<file path="src/logic/path_monitor_pkg.sv">
// Constants shared by the VC-4 path monitor
package path_monitor_pkg;
   localparam int          DATA_W          = 32;
   localparam int          ADDR_W          = 8;
   localparam int          CNT_W           = 16;
   localparam int          DEFECT_PERSIST  = 5;
   localparam int          TRACE_PERSIST   = 3;
   localparam logic [3:0]  ROW_LAST        = 4'h8;
   localparam logic [8:0]  COL_LAST        = 9'h104;
   localparam logic [3:0]  ROW_J1          = 4'h0;
   localparam logic [3:0]  ROW_B3          = 4'h1;
   localparam logic [3:0]  ROW_C2          = 4'h2;
   localparam logic [3:0]  ROW_G1          = 4'h3;
   localparam logic [7:0]  LABEL_AIS       = 8'hFF;
   localparam logic [7:0]  LABEL_UNEQ      = 8'h00;
   localparam logic [3:0]  REI_MAX         = 4'h8;
   localparam int          G1_RDI_BIT      = 3;
   localparam logic [1:0]  TPM_MONITORED   = 2'h1;
   localparam logic [ADDR_W-1:0] OFF_CTRL       = 8'h00;
   localparam logic [ADDR_W-1:0] OFF_EXP_TRACE  = 8'h04;
   localparam logic [ADDR_W-1:0] OFF_DEG_THRESH = 8'h08;
   localparam logic [ADDR_W-1:0] OFF_DEFECTS    = 8'h0C;
   localparam logic [ADDR_W-1:0] OFF_CAUSES     = 8'h10;
   localparam logic [ADDR_W-1:0] OFF_ACC_TRACE  = 8'h14;
   localparam logic [ADDR_W-1:0] OFF_NEAR_COUNT = 8'h18;
   localparam logic [ADDR_W-1:0] OFF_FAR_COUNT  = 8'h1C;
   localparam logic [ADDR_W-1:0] OFF_SECONDS    = 8'h20;
   localparam logic [ADDR_W-1:0] OFF_IRQ_STATUS = 8'h24;
   localparam logic [ADDR_W-1:0] OFF_IRQ_MASK   = 8'h28;
   localparam int          CTRL_TPM_LO     = 0;
   localparam int          CTRL_RDI_REP    = 2;
   localparam int          CTRL_SSF_REP    = 3;
   localparam int          CTRL_TIM_DIS    = 4;
   localparam logic [4:0]  CTRL_RESET      = 5'h00;
   localparam logic [CNT_W-1:0] DEG_THRESH_RESET = 16'h0100;
   localparam int          IRQ_W           = 6;
endpackage

</file>
<file path="src/logic/path_monitor.sv">
// Non-intrusive VC-4 path monitor with register port and interrupt
`timescale 1ns/1ps
`default_nettype none

module frame_persist
#(
   parameter int N = 5
)
(
   input  wire logic ref_clk,
   input  wire logic reset_n,
   input  wire logic strobe,
   input  wire logic cond,
   output logic      state_q
);
   logic [3:0] run_q;
   always_ff @(posedge ref_clk)
   begin
      if (!reset_n)
         {run_q, state_q} <= 5'h00;
      else if (strobe)
      begin
         if (cond == state_q)
            run_q <= 4'h0;
         else if (run_q == 4'(N - 1))
         begin
            run_q   <= 4'h0;
            state_q <= cond;
         end
         else
            run_q <= run_q + 4'h1;
      end
   end
endmodule // frame_persist

module path_monitor
   import path_monitor_pkg::*;
(
   input  wire logic                               ref_clk,
   input  wire logic                               reset_n,
   input  wire logic                               stream_clk,
   input  wire logic [7:0]                         stream_data,
   input  wire logic                               frame_start,
   input  wire logic                               incoming_server_fail,
   input  wire logic                               equipment_defect,
   input  wire logic                               one_second,
   input  wire logic [path_monitor_pkg::ADDR_W-1:0] reg_addr,
   input  wire logic [path_monitor_pkg::DATA_W-1:0] reg_wdata,
   input  wire logic                               reg_wr,
   input  wire logic                               reg_rd,
   output logic [path_monitor_pkg::DATA_W-1:0]     reg_rdata,
   output logic                                    irq,
   output logic                                    trail_fail_action,
   output logic                                    trail_degrade_action,
   output logic                                    unequipped_cause,
   output logic                                    trace_mismatch_cause,
   output logic                                    degraded_cause,
   output logic                                    remote_defect_cause,
   output logic                                    server_fail_cause,
   output logic [7:0]                              accepted_trace,
   output logic                                    near_defect_second,
   output logic                                    far_defect_second,
   output logic [path_monitor_pkg::CNT_W-1:0]      near_block_error_count,
   output logic [path_monitor_pkg::CNT_W-1:0]      far_block_error_count
);
   import path_monitor_pkg::*;

   // Two-stage synchronisers for the stream side
   logic       clk_s1_q, clk_s2_q, clk_s3_q;
   logic [7:0] data_s1_q, data_s2_q;
   logic       fs_s1_q, fs_s2_q, ssf_s1_q, ssf_s2_q;
   always_ff @(posedge ref_clk)
   begin
      if (!reset_n)
         {clk_s1_q, clk_s2_q, clk_s3_q, data_s1_q, data_s2_q, fs_s1_q, fs_s2_q, ssf_s1_q, ssf_s2_q} <= '0;
      else
      begin
         {clk_s3_q, clk_s2_q, clk_s1_q} <= {clk_s2_q, clk_s1_q, stream_clk};
         {data_s2_q, data_s1_q}         <= {data_s1_q, stream_data};
         {fs_s2_q, fs_s1_q}             <= {fs_s1_q, frame_start};
         {ssf_s2_q, ssf_s1_q}           <= {ssf_s1_q, incoming_server_fail};
      end
   end

   logic byte_stb;
   assign byte_stb = clk_s2_q & ~clk_s3_q;

   // Row and column position inside the VC-4
   logic [3:0] row_q;
   logic [8:0] col_q;
   logic       framed_q;
   logic [3:0] row_now;
   logic [8:0] col_now;
   assign row_now = fs_s2_q ? 4'h0 : row_q;
   assign col_now = fs_s2_q ? 9'h000 : col_q;
   always_ff @(posedge ref_clk)
   begin
      if (!reset_n)
         {row_q, col_q, framed_q} <= 14'h0000;
      else if (byte_stb)
      begin
         framed_q <= framed_q | fs_s2_q;
         col_q    <= (col_now == COL_LAST) ? 9'h000 : col_now + 9'h001;
         if (col_now == COL_LAST)
            row_q <= (row_now == ROW_LAST) ? 4'h0 : row_now + 4'h1;
         else
            row_q <= row_now;
      end
   end

   logic poh_stb, j1_stb, b3_stb, c2_stb, g1_stb;
   assign poh_stb = byte_stb & (framed_q | fs_s2_q) & (col_now == 9'h000);
   assign j1_stb  = poh_stb & (row_now == ROW_J1);
   assign b3_stb  = poh_stb & (row_now == ROW_B3);
   assign c2_stb  = poh_stb & (row_now == ROW_C2);
   assign g1_stb  = poh_stb & (row_now == ROW_G1);

   // Parity over the whole frame, held for the next frame's B3
   logic [7:0] par_acc_q, par_prev_q;
   logic       par_valid_q;
   always_ff @(posedge ref_clk)
   begin
      if (!reset_n)
         {par_acc_q, par_prev_q, par_valid_q} <= 17'h00000;
      else if (byte_stb)
      begin
         par_acc_q <= fs_s2_q ? data_s2_q : par_acc_q ^ data_s2_q;
         if (fs_s2_q)
         begin
            par_prev_q  <= par_acc_q;
            par_valid_q <= framed_q;
         end
      end
   end

   logic near_errored_block, far_errored_block, remote_bit;
   logic [3:0] rei_code;
   assign near_errored_block = b3_stb & par_valid_q & (data_s2_q != par_prev_q);
   assign rei_code           = data_s2_q[7:4];
   assign far_errored_block  = g1_stb & (rei_code != 4'h0) & (rei_code <= REI_MAX);
   assign remote_bit         = data_s2_q[G1_RDI_BIT];

   // Control registers
   logic [4:0]       ctrl_q;
   logic [7:0]       exp_trace_q;
   logic [CNT_W-1:0] deg_thresh_q;
   logic [IRQ_W-1:0] irq_status_q, irq_mask_q;
   logic monitoring_mode_on, remote_report_enable, server_fail_report_enable, trace_check_disable;
   logic [1:0] termination_point_mode;
   assign termination_point_mode    = ctrl_q[CTRL_TPM_LO+1:CTRL_TPM_LO];
   assign monitoring_mode_on        = (termination_point_mode == TPM_MONITORED);
   assign remote_report_enable      = ctrl_q[CTRL_RDI_REP];
   assign server_fail_report_enable = ctrl_q[CTRL_SSF_REP];
   assign trace_check_disable       = ctrl_q[CTRL_TIM_DIS];
   always_ff @(posedge ref_clk)
   begin
      if (!reset_n)
         {ctrl_q, exp_trace_q, deg_thresh_q, irq_mask_q} <= {CTRL_RESET, 8'h00, DEG_THRESH_RESET, IRQ_W'(0)};
      else if (reg_wr)
      begin
         case (reg_addr)
            OFF_CTRL:       ctrl_q       <= reg_wdata[4:0];
            OFF_EXP_TRACE:  exp_trace_q  <= reg_wdata[7:0];
            OFF_DEG_THRESH: deg_thresh_q <= reg_wdata[CNT_W-1:0];
            OFF_IRQ_MASK:   irq_mask_q   <= reg_wdata[IRQ_W-1:0];
            default:        ctrl_q       <= ctrl_q;
         endcase
      end
   end

   // Frame-persistent defect filters
   logic ais_raw, uneq_raw, rdi_raw, path_alarm_defect, block_detect;
   frame_persist #(.N(DEFECT_PERSIST)) u_ais (.ref_clk(ref_clk), .reset_n(reset_n), .strobe(c2_stb),
      .cond(data_s2_q == LABEL_AIS), .state_q(ais_raw));
   frame_persist #(.N(DEFECT_PERSIST)) u_uneq (.ref_clk(ref_clk), .reset_n(reset_n), .strobe(c2_stb),
      .cond(data_s2_q == LABEL_UNEQ), .state_q(uneq_raw));
   frame_persist #(.N(DEFECT_PERSIST)) u_rdi (.ref_clk(ref_clk), .reset_n(reset_n), .strobe(g1_stb),
      .cond(remote_bit), .state_q(rdi_raw));
   assign path_alarm_defect = ais_raw;
   assign block_detect      = ssf_s2_q | path_alarm_defect;

   // Trace acceptance after repeated identical bytes
   logic [7:0] received_trace_q;
   logic [1:0] trace_run_q;
   logic       trace_valid_q;
   always_ff @(posedge ref_clk)
   begin
      if (!reset_n)
         {received_trace_q, trace_run_q, accepted_trace, trace_valid_q} <= 19'h00000;
      else if (j1_stb)
      begin
         received_trace_q <= data_s2_q;
         if (data_s2_q != received_trace_q)
            trace_run_q <= 2'h0;
         else if (trace_run_q != 2'(TRACE_PERSIST - 2))
            trace_run_q <= trace_run_q + 2'h1;
         else
         begin
            accepted_trace <= data_s2_q;
            trace_valid_q  <= 1'b1;
         end
      end
   end

   logic unequipped_defect, trace_mismatch_defect, degraded_defect, remote_defect, deg_raw_q;
   assign unequipped_defect     = uneq_raw & ~block_detect;
   assign trace_mismatch_defect = trace_valid_q & (accepted_trace != exp_trace_q)
                                  & ~trace_check_disable & ~block_detect;
   assign degraded_defect       = deg_raw_q & ~block_detect;
   assign remote_defect         = rdi_raw & ~block_detect;

   // Consequent actions and correlated causes, registered
   logic [4:0] cause_d;
   always_comb
   begin
      cause_d[0] = unequipped_defect & monitoring_mode_on;
      cause_d[1] = trace_mismatch_defect & ~unequipped_defect & monitoring_mode_on;
      cause_d[2] = degraded_defect & ~trace_mismatch_defect & monitoring_mode_on;
      cause_d[3] = remote_defect & ~unequipped_defect & ~trace_mismatch_defect
                   & monitoring_mode_on & remote_report_enable;
      cause_d[4] = block_detect & monitoring_mode_on & server_fail_report_enable;
   end
   always_ff @(posedge ref_clk)
   begin
      if (!reset_n)
      begin
         trail_fail_action    <= 1'b0;
         trail_degrade_action <= 1'b0;
         {server_fail_cause, remote_defect_cause, degraded_cause, trace_mismatch_cause, unequipped_cause} <= 5'h00;
      end
      else
      begin
         trail_fail_action    <= block_detect | unequipped_defect | trace_mismatch_defect;
         trail_degrade_action <= degraded_defect;
         {server_fail_cause, remote_defect_cause, degraded_cause, trace_mismatch_cause, unequipped_cause} <= cause_d;
      end
   end

   // Per-second accumulation and capture
   logic [CNT_W-1:0] near_acc_q, far_acc_q, near_acc_d, far_acc_d;
   logic             near_ds_q, far_ds_q, near_ds_d, far_ds_d;
   assign near_acc_d = near_acc_q + CNT_W'(near_errored_block);
   assign far_acc_d  = far_acc_q + CNT_W'(far_errored_block);
   assign near_ds_d  = near_ds_q | trail_fail_action | equipment_defect;
   assign far_ds_d   = far_ds_q | remote_defect;
   always_ff @(posedge ref_clk)
   begin
      if (!reset_n)
      begin
         {near_acc_q, far_acc_q, near_block_error_count, far_block_error_count} <= '0;
         {near_ds_q, far_ds_q, near_defect_second, far_defect_second, deg_raw_q} <= 5'h00;
      end
      else if (one_second)
      begin
         near_block_error_count <= near_acc_d;
         far_block_error_count  <= far_acc_d;
         near_defect_second     <= near_ds_d;
         far_defect_second      <= far_ds_d;
         deg_raw_q  <= (near_acc_d >= deg_thresh_q);
         {near_acc_q, far_acc_q, near_ds_q, far_ds_q} <= '0;
      end
      else
      begin
         {near_acc_q, far_acc_q} <= {near_acc_d, far_acc_d};
         {near_ds_q, far_ds_q}   <= {near_ds_d, far_ds_d};
      end
   end

   // Sticky interrupt status: cause rises and second capture; set wins
   logic [4:0]       cause_prev_q;
   logic [IRQ_W-1:0] irq_set;
   assign irq_set = {one_second, cause_d & ~cause_prev_q};
   always_ff @(posedge ref_clk)
   begin
      if (!reset_n)
         {cause_prev_q, irq_status_q, irq} <= '0;
      else
      begin
         cause_prev_q <= cause_d;
         if (reg_wr && reg_addr == OFF_IRQ_STATUS)
            irq_status_q <= (irq_status_q & ~reg_wdata[IRQ_W-1:0]) | irq_set;
         else
            irq_status_q <= irq_status_q | irq_set;
         irq <= |(irq_status_q & irq_mask_q);
      end
   end

   // Read port, data one cycle after the strobe
   always_ff @(posedge ref_clk)
   begin
      if (!reset_n)
         reg_rdata <= '0;
      else if (reg_rd)
      begin
         case (reg_addr)
            OFF_CTRL:       reg_rdata <= DATA_W'(ctrl_q);
            OFF_EXP_TRACE:  reg_rdata <= DATA_W'(exp_trace_q);
            OFF_DEG_THRESH: reg_rdata <= DATA_W'(deg_thresh_q);
            OFF_DEFECTS:    reg_rdata <= DATA_W'({trail_degrade_action, trail_fail_action, remote_defect,
                                        degraded_defect, trace_mismatch_defect, unequipped_defect, path_alarm_defect});
            OFF_CAUSES:     reg_rdata <= DATA_W'({server_fail_cause, remote_defect_cause, degraded_cause,
                                        trace_mismatch_cause, unequipped_cause});
            OFF_ACC_TRACE:  reg_rdata <= DATA_W'(accepted_trace);
            OFF_NEAR_COUNT: reg_rdata <= DATA_W'(near_block_error_count);
            OFF_FAR_COUNT:  reg_rdata <= DATA_W'(far_block_error_count);
            OFF_SECONDS:    reg_rdata <= DATA_W'({far_defect_second, near_defect_second});
            OFF_IRQ_STATUS: reg_rdata <= DATA_W'(irq_status_q);
            OFF_IRQ_MASK:   reg_rdata <= DATA_W'(irq_mask_q);
            default:        reg_rdata <= '0;
         endcase
      end
   end
endmodule // path_monitor
`default_nettype wire

</file>
<file path="config.mk">
export PLATFORM = sky130hd
export DESIGN_NAME = path_monitor
export DESIGN_NICKNAME = d
export VERILOG_FILES = /design/src/logic/path_monitor_pkg.sv /design/src/logic/path_monitor.sv
export SDC_FILE = /design/constraint.sdc
export NUM_CORES = 1
export LEC_CHECK = 0
export BUFFER_PORTS_ARGS = -buffer_cell sky130_fd_sc_hd__buf_2
export CORE_MARGIN = 3
export CORE_UTILIZATION = 58
export CTS_BUF_LIST = sky130_fd_sc_hd__clkbuf_4 sky130_fd_sc_hd__clkbuf_8 sky130_fd_sc_hd__clkbuf_16
export CTS_CLUSTER_DIAMETER = 150
export DETAILED_ROUTE_END_ITERATION = 16
export PLACE_DENSITY = 0.78
export RECOVER_POWER = 25
export REMOVE_ABC_BUFFERS = 1
export SLEW_MARGIN = 25
export SYNTH_ARGS = -nofsm -noshare
export SYNTH_HDL_FRONTEND = slang
export SYNTH_SLANG_ARGS = --single-unit
</file>
<file path="constraint.sdc">
create_clock -name ref_clk -period 5.7 [get_ports ref_clk]
set_clock_uncertainty 0.05 [all_clocks]
set_input_delay 0.855 -clock ref_clk [delete_from_list [all_inputs] [get_ports ref_clk]]
set_output_delay 0.855 -clock ref_clk [all_outputs]
set_load 0.005 [all_outputs]
</file>
==> results of run 1 <==
registers in the layout (all words and copies together), names as in the netlist, 2 cells and up:
signal                  count
deg_thresh_q               16
far_acc_q                  16
far_block_error_count      16
near_acc_q                 16
near_block_error_count     16
reg_rdata                  16
col_q                       9
accepted_trace              8
data_s1_q                   8
data_s2_q                   8
exp_trace_q                 8
par_acc_q                   8
par_prev_q                  8
received_trace_q            8
irq_mask_q                  6
irq_status_q                6
ctrl_q                      5
cause_prev_q                4
row_q                       4
u_ais.run_q                 4
u_rdi.run_q                 4
u_uneq.run_q                4
trace_run_q                 2
final timing paths:
path,cells past startpoint,endpoint,start
setup / recovery,19,deg_raw_q,fs_s2_q
setup reg to reg,19,deg_raw_q,fs_s2_q
hold / removal,1,data_s2_q[5],data_s1_q[5]
hold reg to reg,1,data_s2_q[5],data_s1_q[5]
cell usage after synthesis, types with 4 or more instances:
library cell	number
nand2b_1	9
and3_1	12
nor2b_1	12
a32o_1	9
nor2_1	120
nor3_1	19
a21o_1	7
or3_1	9
a211oi_1	24
a22oi_1	26
nand3_1	40
o22ai_1	5
o32ai_1	4
xnor2_1	25
dfxtp_1	222
nand2_1	133
o21ai_0	62
nand4_1	22
buf_2	10
buf_1	8
ha_1	33
o2bb2ai_1	7
a21oi_1	70
and2_1	35
xor2_1	33
nor4_1	6
nor3b_1	5
mux2i_1	39
a22o_1	9
inv_1	60
a31oi_1	7
clkbuf_1	56
mux2_2	8
buf_4	18
layout by cell type, fill, tap and decap left out, drive strengths merged, types with 25 or more instances in the layout:
| master | netlist | routed |
|---|---|---|
| xnor2 | 25 | 25 |
| and2 | 35 | 35 |
| nor2 | 121 | 121 |
| nand2 | 134 | 134 |
| inv | 60 | 59 |
| clkbuf | 57 | 48 |
| o21ai | 62 | 62 |
| a21oi | 70 | 70 |
| nand3 | 41 | 41 |
| xor2 | 33 | 33 |
| ha | 33 | 33 |
| a22oi | 26 | 26 |
| buf | 36 | 103 |
| dfxtp | 222 | 222 |
| mux2i | 39 | 39 |
power by group through the flow:
stage | registers (mW) | logic, mW | clock network [mW]
after global routing | 1.60 | 0.182 | 1.68
after CTS | 1.59 | 0.166 | 1.62
after global placement | 1.63 | 0.163 | 0
after detailed placement | 1.63 | 0.165 | 0
after floorplan | 1.62 | 0.0762 | 0
final | 1.60 | 0.167 | 1.60
stage by stage:
stage / cell area, µm² / hold slack, ps
after floorplan: 10120 / 361.8
after global placement: 11010 / 364.9
after detailed placement: 11010 / 367.7
after CTS: 11830 / 381.7
after global routing: 11810 / 391.1
final: 11810 / 381.1
layout make-up:
type / instances / area [µm²]
Multi-Input combinational cell: 867 / 5456
Clock inverter: 6 / 85.08
Tap cell: 225 / 281.5
Clock buffer: 36 / 739.5
Inverter: 60 / 226.5
Timing Repair Buffer: 115 / 573.1
Fill cell: 1436 / 5670
Sequential cell: 222 / 4444
worst max-delay path, cell delays in order, from the launching register on:
cell,delay [ps]
dfxtp_1,350
nand2b_1,160
ha_1,250
nor4b_4,360
nand2_2,120
o2bb2ai_2,180
nand3_1,90
a21oi_1,260
ha_1,230
nand3_1,130
nor3_1,480
nand2_1,140
xor2_1,260
inv_1,80
ha_1,300
a21o_1,190
a21oi_1,140
nor2b_1,60
a2111oi_0,420
o32ai_1,160
per-layer routing:
metal  up-vias  track usage, %
li1       4395               -
met1      4242           34.35
met2       383           44.88
met3        72           4.404
met4         0           8.159
met5         -               0
cell families (layout without fill, tap and decap cells):
group	Yosys count	in the layout
other cells	1	16
flops	222	222
mux	49	49
buf+inv	153	217
fa+ha+maj	33	33
simple gates	449	449
compound gates	262	262
xor+xnor	58	58
==> results_dict.tcl, run 1 <==
set metrics [dict create \
    status "finished, violations left" \
    violations "capacitance limit, slew limit" \
    antenna_cells 0 \
    die_y_um 140.5 \
    drc 0 \
    combPwrFrac_pct 5.0 \
    synth_xor_area_share_pct 4.841 \
    synth_edf_count 0 \
    start_util_pct 60.04 \
    synth_fa_ha_area_share_pct 3.935 \
    p_leak_nw 4.795 \
    synth_compound_area_share_pct 16.49 \
    muxShareOfSynthArea_pct 5.008 \
    synth_top_area_cell "dfxtp_1" \
    drt-initial-drc-count 815 \
    finalSetupViolCount 0 \
    grt_pass1_vias 8640 \
    grt_setup_unrepaired "false" \
    dp_cells 1489 \
    grt_pass1_wl_mm 43.37 \
    holdBufCountCts 0 \
    yosysTopAreaCellShare_pct 42.35 \
    p_int_mw 2.613 \
    slew_headroom_pct -153.1 \
    critPathMaxFanout 5 \
    vias 9092 \
    postCtsSetupBuffers 0 \
    drive_gt1_share_pct 13.32 \
    num-nets-final 1380 \
    cts_buffers 24 \
    timing.reg2reg.setup_slack_ps 1050 \
    cp_data_required_time_ps 5920 \
    dp_worst_setup_slack_ps 1243 \
    wl_met3_mm 2.044 \
    yosys.area_share.simple_pct 21.09 \
    dr_wl_met2_mm 12.70 \
    dr.pass1.iters 5 \
    die_w_um 140.5 \
    ys_ff_latch 222 \
    synth_ff_type "dfxtp_1" \
    ant_nets 0 \
    ios 139 \
    yosys_warnings 0 \
    layout_min_cycle_time_ps 4648 \
    synthToLayoutAreaGrowth_pct 12.51 \
    highest-signal-layer "met4" \
    critPathLaunchType "register" \
    htreeDepth 1 \
    clkPwrFrac_pct 47.6 \
    clockRootBuffer "clkbuf_16" \
    synth_top_family_by_area "simple AND/OR/NAND/NOR gates" \
    rows 48 \
    syn_area_per_cell_um2 8.552 \
    power.share.switching_pct 22.35 \
    io_buffers 106 \
    slew_viol_final 191 \
    clkSlewWorstSetupHoldPaths_ps 60 \
    wl_met1_mm 11.25 \
    place_congestion 0.9661 \
    hp-class "register to register" \
    yosysSeqAreaShare_pct 42.35 \
    cts_sinks 222 \
    vias_per_cell 5.939 \
    fin_ws_ps 1052 \
    tightest_slew_ps 3796 \
    clk_latency_ps 520 \
    ys_async_sr_fraction_pct 0 \
    grt_use_total_pct 26.36 \
    power_mw 3.365 \
    cap_viol_max_count 3 \
    cts_tree "yes" \
    dieArea_um2 19740 \
    cts_resized 0 \
    stdcell_count 1531 \
    synth_area_leaders "dfxtp_1 (42%), nand2_1 (4.8%), nor2_1 (4.3%)" \
    overflow 0 \
    powerDensity_nw_per_um2 285.0 \
    post-route-util_pct 67.55 \
    cp-end-kind "register" \
    place_hpwl_mm 18.49 \
    cp_data_arrival_time_ps 4870 \
    p_switching_uw 751.9 \
    core-area_um2 17480 \
    avgRoutedWirePerCell_um 17.49 \
    clk_path_buf_depth 3 \
    grt_max_degree 95 \
    synth_cells 1227 \
    max_freq_ghz 0.2152 \
    antenna_found_initial 0 \
    hold_viol 0 \
    p_seq_share_pct 47.4 \
    fin_crit_sh_pct 81.54 \
    synth_area_um2 10490 \
    routed_wl_mm 26.78 \
    synth_cell_types 72 \
    fin_setup_tns_ps 0 \
    critPathKind "register to register" \
    vdd_drop_max_mv 0.3201 \
]
No activity file was read; power rests on OpenSTA's default activity.
==> run 2, diff against run 1 <==
--- a/config.mk
+++ b/config.mk
@@ -7,11 +7,11 @@
 export LEC_CHECK = 0
 export BUFFER_PORTS_ARGS = -buffer_cell sky130_fd_sc_hd__buf_2
 export CORE_MARGIN = 3
-export CORE_UTILIZATION = 58
+export CORE_UTILIZATION = 52
 export CTS_BUF_LIST = sky130_fd_sc_hd__clkbuf_4 sky130_fd_sc_hd__clkbuf_8 sky130_fd_sc_hd__clkbuf_16
 export CTS_CLUSTER_DIAMETER = 150
 export DETAILED_ROUTE_END_ITERATION = 16
-export PLACE_DENSITY = 0.78
+export PLACE_DENSITY = 0.74
 export RECOVER_POWER = 25
 export REMOVE_ABC_BUFFERS = 1
 export SLEW_MARGIN = 25
==> constraint.sdc (replaced) <==
create_clock -name ref_clk -period 3.9 [get_ports ref_clk]
set_clock_uncertainty 0.05 [all_clocks]
set_input_delay 0.585 -clock ref_clk [delete_from_list [all_inputs] [get_ports ref_clk]]
set_output_delay 0.585 -clock ref_clk [all_outputs]
set_load 0.005 [all_outputs]
==> run 2 against run 1 <==
  * Combinational power up 62%
  * Largest cell class unchanged
  * Sequential share of layout area decreased by 1.9 points
  * Non-clock buffer count rose by 50
  * Die area grew 11%
  * The run still ends with capacitance limit, slew limit left
  * Count of clock-buffer cells in the layout grew 3
  * Highest routed layer unchanged
==> results_dict.tcl, run 2 (synthesis gave the netlist of run 1 again) <==
set metrics [dict create \
    finalSetupViolCount 0 \
    powerDensity_nw_per_um2 406.4 \
    slew_viol_final 76 \
    final_cell_mix "dfxtp_1 (221), nand2_1 (133), nor2_1 (119)" \
    htreeDepth 1 \
    avgRoutedWirePerCell_um 17.44 \
    cp_data_required_time_ps 4220 \
    cts_buffers 25 \
    clkSlewWorstSetupHoldPaths_ps 60 \
    routed_wl_mm 28.35 \
    cp_data_arrival_time_ps 4020 \
    timing.reg2reg.setup_slack_ps 200 \
    power_mw 5.054 \
    core-area_um2 19650 \
    drc 0 \
    cts_sinks 222 \
    critPathMaxFanout 4 \
    p_leak_nw 5.084 \
    overflow 0 \
    vias 9302 \
    die_y_um 148.1 \
    status "finished, violations left" \
    die_w_um 148.1 \
    antenna_cells 0 \
    ff2ff_path_depth 19 \
    critPathSlowestCell "a2111oi_2" \
    holdWs_ps 221.1 \
    synthToLayoutAreaGrowth_pct 18.52 \
    cap_viol_max_count 2 \
    dp_worst_setup_slack_ps -208.2 \
    hold_viol 0 \
    dr.pass1.iters 8 \
    tightest_slew_ps 1806 \
    grt_pass1_vias 8795 \
    place_congestion 0.9356 \
    io_buffers 106 \
    cpPeakStageDelay_ps 420 \
    fin_crit_sh_pct 94.85 \
    rows 51 \
    final_cell_area_um2 12440 \
    vias_per_cell 5.724 \
    worstPathCellList "nand2b_4 -> ha_4 -> nor4b_4 -> nand2_2 -> o2bb2ai_4 -> nand3_2 -> a21oi_4 -> ha_4 -> ha_4 -> and4_1 -> nand2b_1 -> nor2_2 -> xnor2_2 -> inv_1 -> ha_4 -> nand4_1 -> a211oi_2 -> a2111oi_2 -> o32ai_2" \
    violations "capacitance limit, slew limit" \
    ant_nets 0 \
    mostFrequentLayoutCell "dfxtp_1" \
    vdd_drop_max_mv 0.3807 \
    hp-class "primary input to register" \
    place_area_um2 11420 \
    max_freq_ghz 0.2703 \
    cp-end-kind "register" \
    critPathMostFrequentCell "ha_4" \
    grt_use_total_pct 24.72 \
    critical_path_buf_inv_count 1 \
    layout_min_cycle_time_ps 3699 \
    slew_headroom_pct -20.41 \
    hold_end "clk_s1_q" \
    drive_gt1_share_pct 18.01 \
    grt_pass1_wl_mm 45.10 \
    crit_family "simple AND/OR/NAND/NOR gates" \
    clockRootBuffer "clkbuf_16" \
    place_hpwl_mm 19.63 \
    cts_tree "yes" \
    critPathLaunchType "register" \
    holdPathStages 2 \
    drt-initial-drc-count 724 \
    min_from "stream_clk" \
    grt_max_degree 70 \
    post-route-util_pct 63.28 \
    timing.rr.start "fs_s2_q" \
    num-nets-final 1431 \
    clk_path_buf_depth 3 \
    ios 139 \
    regToRegEndpoint "deg_raw_q" \
    start_util_pct 53.39 \
    antenna_found_initial 0 \
    fin_ws_ps 200.9 \
    clk_latency_ps 530 \
    critPathKind "register to register" \
    dieArea_um2 21920 \
]
run 2: cell count changes in the layout (fill, tap and decap cells not counted), moves of 4 or more:
| cell | change |
|---|---|
| and2_0 | -7 |
| clkbuf_4 | +4 |
| ha_4 | +4 |
| buf_4 | +50 |
| ha_1 | -4 |
| and2_1 | +7 |
run 2: layout make-up:
cell class,instances,area [µm²]
Clock buffer,39,755.7
Fill cell,1710,7217
Inverter,60,226.5
Sequential cell,222,4446
Timing Repair Buffer,165,945.9
Multi-Input combinational cell,867,5614
Tap cell,265,331.6
Clock inverter,7,117.6
run 2: how the worst max path moves through the flow:
stage / from / to / slack (ps) / cells past startpoint
floorplan: fs_s2_q / deg_raw_q / -750 / 19
global placement: fs_s2_q / deg_raw_q / -190 / 21
detailed placement: fs_s2_q / deg_raw_q / -210 / 21
CTS: fs_s2_q / deg_raw_q / 4 / 21
global route: fs_s2_q / deg_raw_q / -4 / 19
finish: fs_s2_q / deg_raw_q / 200 / 19
run 2: repair_timing:
item	in CTS	in global routing
resized for setup	7	22
buffers inserted	0	3
setup endpoints to repair	1	1
hold buffers	0	0
pin swaps	1	10
run 2: per-stage QoR:
stage | TNS (ps) | instances
final | 0 | 1625
after detailed placement | -208.2 | 1577
after global placement | -193.8 | 1577
after CTS | 0 | 1623
after floorplan | -747.6 | 1149
after global routing | -4.444 | 1625
run 2: routing by layer:
| layer | vias up | track usage (%) | wire length [µm] |
|---|---|---|---|
| met2 | 332 | 41.90 | 13400 |
| met5 | - | 0 | 0 |
| met3 | 65 | 3.321 | 1841 |
| li1 | 4487 | - | - |
| met1 | 4418 | 32.31 | 12080 |
| met4 | 0 | 9.284 | 1027 |
run 2: report_power, final:
group / switching (mW) / total, mW / leakage [nW] / internal (mW)
sequential: 0.0252 / 2.33 / 1.80 / 2.30
clock: 0.927 / 2.46 / 0.442 / 1.53
combinational: 0.177 / 0.270 / 2.84 / 0.0932
total: 1.13 / 5.05 / 5.08 / 3.92
run 2: worst reg2reg max path, delay by kind of cell, from the launching register on:
kind | cells | cell delay [ps]
and+or+nand+nor | 8 | 1280
AOI/OAI and AO/OA | 5 | 970
xor gates and xnor gates | 1 | 140
buffers and inverters | 1 | 100
adders and majority gates | 4 | 690
DFF | 1 | 350
==> run 3, diff against run 2 <==
--- a/config.mk
+++ b/config.mk
@@ -5,14 +5,15 @@
 export SDC_FILE = /design/constraint.sdc
 export NUM_CORES = 1
 export LEC_CHECK = 0
+export ABC_AREA = 1
 export BUFFER_PORTS_ARGS = -buffer_cell sky130_fd_sc_hd__buf_2
 export CORE_MARGIN = 3
 export CORE_UTILIZATION = 52
 export CTS_BUF_LIST = sky130_fd_sc_hd__clkbuf_4 sky130_fd_sc_hd__clkbuf_8 sky130_fd_sc_hd__clkbuf_16
 export CTS_CLUSTER_DIAMETER = 150
 export DETAILED_ROUTE_END_ITERATION = 16
+export HOLD_SLACK_MARGIN = 0.15
 export PLACE_DENSITY = 0.74
-export RECOVER_POWER = 25
 export REMOVE_ABC_BUFFERS = 1
 export SLEW_MARGIN = 25
 export SYNTH_ARGS = -nofsm -noshare
==> run 3 against run 2 <==
  * The flow now finishes without violations
  * Maximum frequency rose by 4.5%
  * Count of clock-buffer cells in the layout fell by 1
  * Total power shrank 1.4%
  * Register-to-register slack better by 160 ps
  * Cell count grew 13%
  * Critical path depth increased by 5
  * Combinational power fell by 30%
  * Synthesized area decreased by 1.4%
  * Final area shrank 2.1%
  * Utilization increased by 0.35 points
  * Sequential power about the same
  * Hold slack lost 26 ps
  * Largest cell class unchanged
  * Largest power group unchanged
==> results_dict.tcl, run 3 <==
set metrics [dict create \
    slew_viol_final 0 \
    ys_async_sr_fraction_pct 0 \
    cts_tree "yes" \
    grt_pass1_vias 8782 \
    clkSlewWorstSetupHoldPaths_ps 60 \
    avgRoutedWirePerCell_um 14.93 \
    layout_min_cycle_time_ps 3540 \
    ant_nets 0 \
    p_leak_nw 5.375 \
    synth_fa_ha_area_share_pct 3.989 \
    critPathMaxFanout 3 \
    cp.depth 24 \
    antenna_found_initial 0 \
    ff2ff_path_depth 24 \
    antenna_cells 0 \
    syn_area_per_cell_um2 7.218 \
    synth_area_leaders "dfxtp_1 (43%), nand2_1 (11%), inv_1 (7.0%)" \
    yosysSeqAreaShare_pct 42.94 \
    holdPathStages 3 \
    powerDensity_nw_per_um2 409.1 \
    yosys_warnings 0 \
    grt_pass1_wl_mm 43.55 \
    drc 0 \
    dieArea_um2 21630 \
    synth_ff_type "dfxtp_1" \
    synth_cell_types 43 \
    die_w_um 147.1 \
    io_buffers 106 \
    finalSetupViolCount 0 \
    critPathLaunchType "register" \
    cp-end-kind "register" \
    rows 50 \
    critPathSlowestCell "dfxtp_1" \
    drive_gt1_share_pct 14.92 \
    grt_setup_unrepaired "false" \
    clockRootBuffer "clkbuf_16" \
    drt-initial-drc-count 746 \
    start_util_pct 54.07 \
    fin_crit_sh_pct 90.76 \
    synth_top_family_by_area "simple AND/OR/NAND/NOR gates" \
    vdd_drop_max_mv 0.4004 \
    slew_headroom_pct 38.34 \
    grt_max_degree 95 \
    vias 9592 \
    die_y_um 147.1 \
    place_hpwl_mm 19.81 \
    cp_data_required_time_ps 4230 \
    ys_ff_latch 222 \
    grt_use_total_pct 24.22 \
    ios 139 \
    cts_sinks 222 \
    synth_compound_area_share_pct 13.58 \
    yosysTopAreaCellShare_pct 42.94 \
    routed_wl_mm 27.40 \
    clk_path_buf_depth 3 \
    max_freq_ghz 0.2825 \
    synth_cells 1434 \
    cpPeakStageDelay_ps 300 \
    overflow 0 \
    synth_xor_area_share_pct 4.062 \
    final_cell_mix "nand2_1 (311), dfxtp_1 (221), inv_1 (191)" \
    yosys-top-cells-count "nand2_1 (314), dfxtp_1 (222), inv_1 (192)" \
    htreeDepth 1 \
    critical_path_buf_inv_count 6 \
    yosys.area_share.simple_pct 25.35 \
    synth_top_area_cell "dfxtp_1" \
    muxShareOfSynthArea_pct 0 \
    core-area_um2 19140 \
    holdWs_ps 195.1 \
    worstPathCellList "inv_1 -> nor2_1 -> inv_1 -> ha_2 -> inv_1 -> a21oi_2 -> nand4_4 -> nor3_2 -> buf_4 -> ha_4 -> ha_4 -> nand3_2 -> inv_2 -> nand3_1 -> nor3_2 -> xor2_1 -> inv_1 -> ha_1 -> nand2_2 -> o21ai_0 -> a21oi_1 -> nand3_1 -> nand2_1 -> a21oi_2" \
    critPathMostFrequentCell "inv_1" \
    tightest_slew_ps 924.9 \
    num-nets-final 1646 \
    status "completed" \
    cts_buffers 25 \
    mostFrequentLayoutCell "nand2_1" \
    hp-class "primary input to register" \
    dp_worst_setup_slack_ps 43.70 \
    fin_setup_tns_ps 0 \
    yosysMostFrequentCell "nand2_1" \
    synthToLayoutAreaGrowth_pct 17.69 \
    crit_family "simple AND/OR/NAND/NOR gates" \
    critPathKind "register to register" \
    dr.pass1.iters 5 \
    fin_ws_ps 360.3 \
    vias_per_cell 5.227 \
    cap_viol_max_count 0 \
    synth_edf_count 0 \
    clk_latency_ps 520 \
    synth_area_um2 10350 \
    cp_data_arrival_time_ps 3870 \
    hold_viol 0 \
    place_congestion 0.9673 \
]
-- run 3: changes by cell type after synthesis, sizes merged, moves of 26 or more --
cell	before	now
nand2	134	316
inv	60	198
nor2	121	176
mux2i	39	0
a21oi	70	104
o21ai	62	96
and2	35	5
nand3	41	71
a22oi	26	0
-- run 3: logic make-up after synthesis --
kind of cell               count (synthesis)
and+or+nand+nor                          616
AOI/OAI and AO/OA                        257
buffers and inverters                    257
DFF                                      222
xor gates and xnor gates                  48
adders and majority gates                 33
other                                      1
-- run 3: repair_timing --
action	in CTS	in global routing
buffers inserted	0	4
resized for setup	0	21
hold endpoints to repair	0	0
endpoints found under the setup margin	0	1
hold buffers	0	0
-- run 3: path summary, 6_finish.rpt --
check	start	endpoint	slack [ps]
setup / recovery	col_q[0]	deg_raw_q	360
setup reg to reg	col_q[0]	deg_raw_q	360
hold / removal	stream_data[4]	data_s1_q[4]	200
hold reg to reg	data_s1_q[3]	data_s2_q[3]	360
-- run 3: layout make-up --
class                      instances  area (µm²)
sequential                       222        4446
fill                            1746        6963
multi-input combinational        970        5005
clock inverter                     8       143.9
clock buffer                      38       748.2
timing repair buffer             136       755.7
tap                              260       325.3
inverter                         201       757.0
-- run 3: worst register-to-register path, delay by kind of cell, from the launching register on --
family	cells	cell delay (ps)
flops	1	300
fa+ha+maj	4	750
simple gates	9	1080
xor+xnor	1	220
compound gates	4	490
buf+inv	6	520
-- run 3: power by group --
part           switching [mW]  total [mW]  internal (mW)
Sequential             0.0124        2.30           2.29
Combinational           0.135       0.190         0.0552
Clock                   0.906        2.49           1.59
Total                    1.05        4.98           3.93
-- run 3: through the flow --
step	cells	utilization (%)	instance area (µm²)	power, mW
3_5_place_dp	1785	58.36	11170	2.535
6_report	1835	63.63	12180	4.983
5_1_grt	1835	63.63	12180	5.137
2_1_floorplan	1393	-	10120	2.443
4_1_cts	1831	63.02	12060	5.018
3_3_place_gp	1785	58.36	11170	2.533
-- run 3: metal layers --
layer | wire, µm | track usage, % | vias up
li1 | - | - | 4825
met3 | 1866 | 3.455 | 67
met5 | 0 | 0 | -
met1 | 11940 | 32.02 | 4369
met4 | 952 | 7.782 | 0
met2 | 12640 | 41.06 | 331
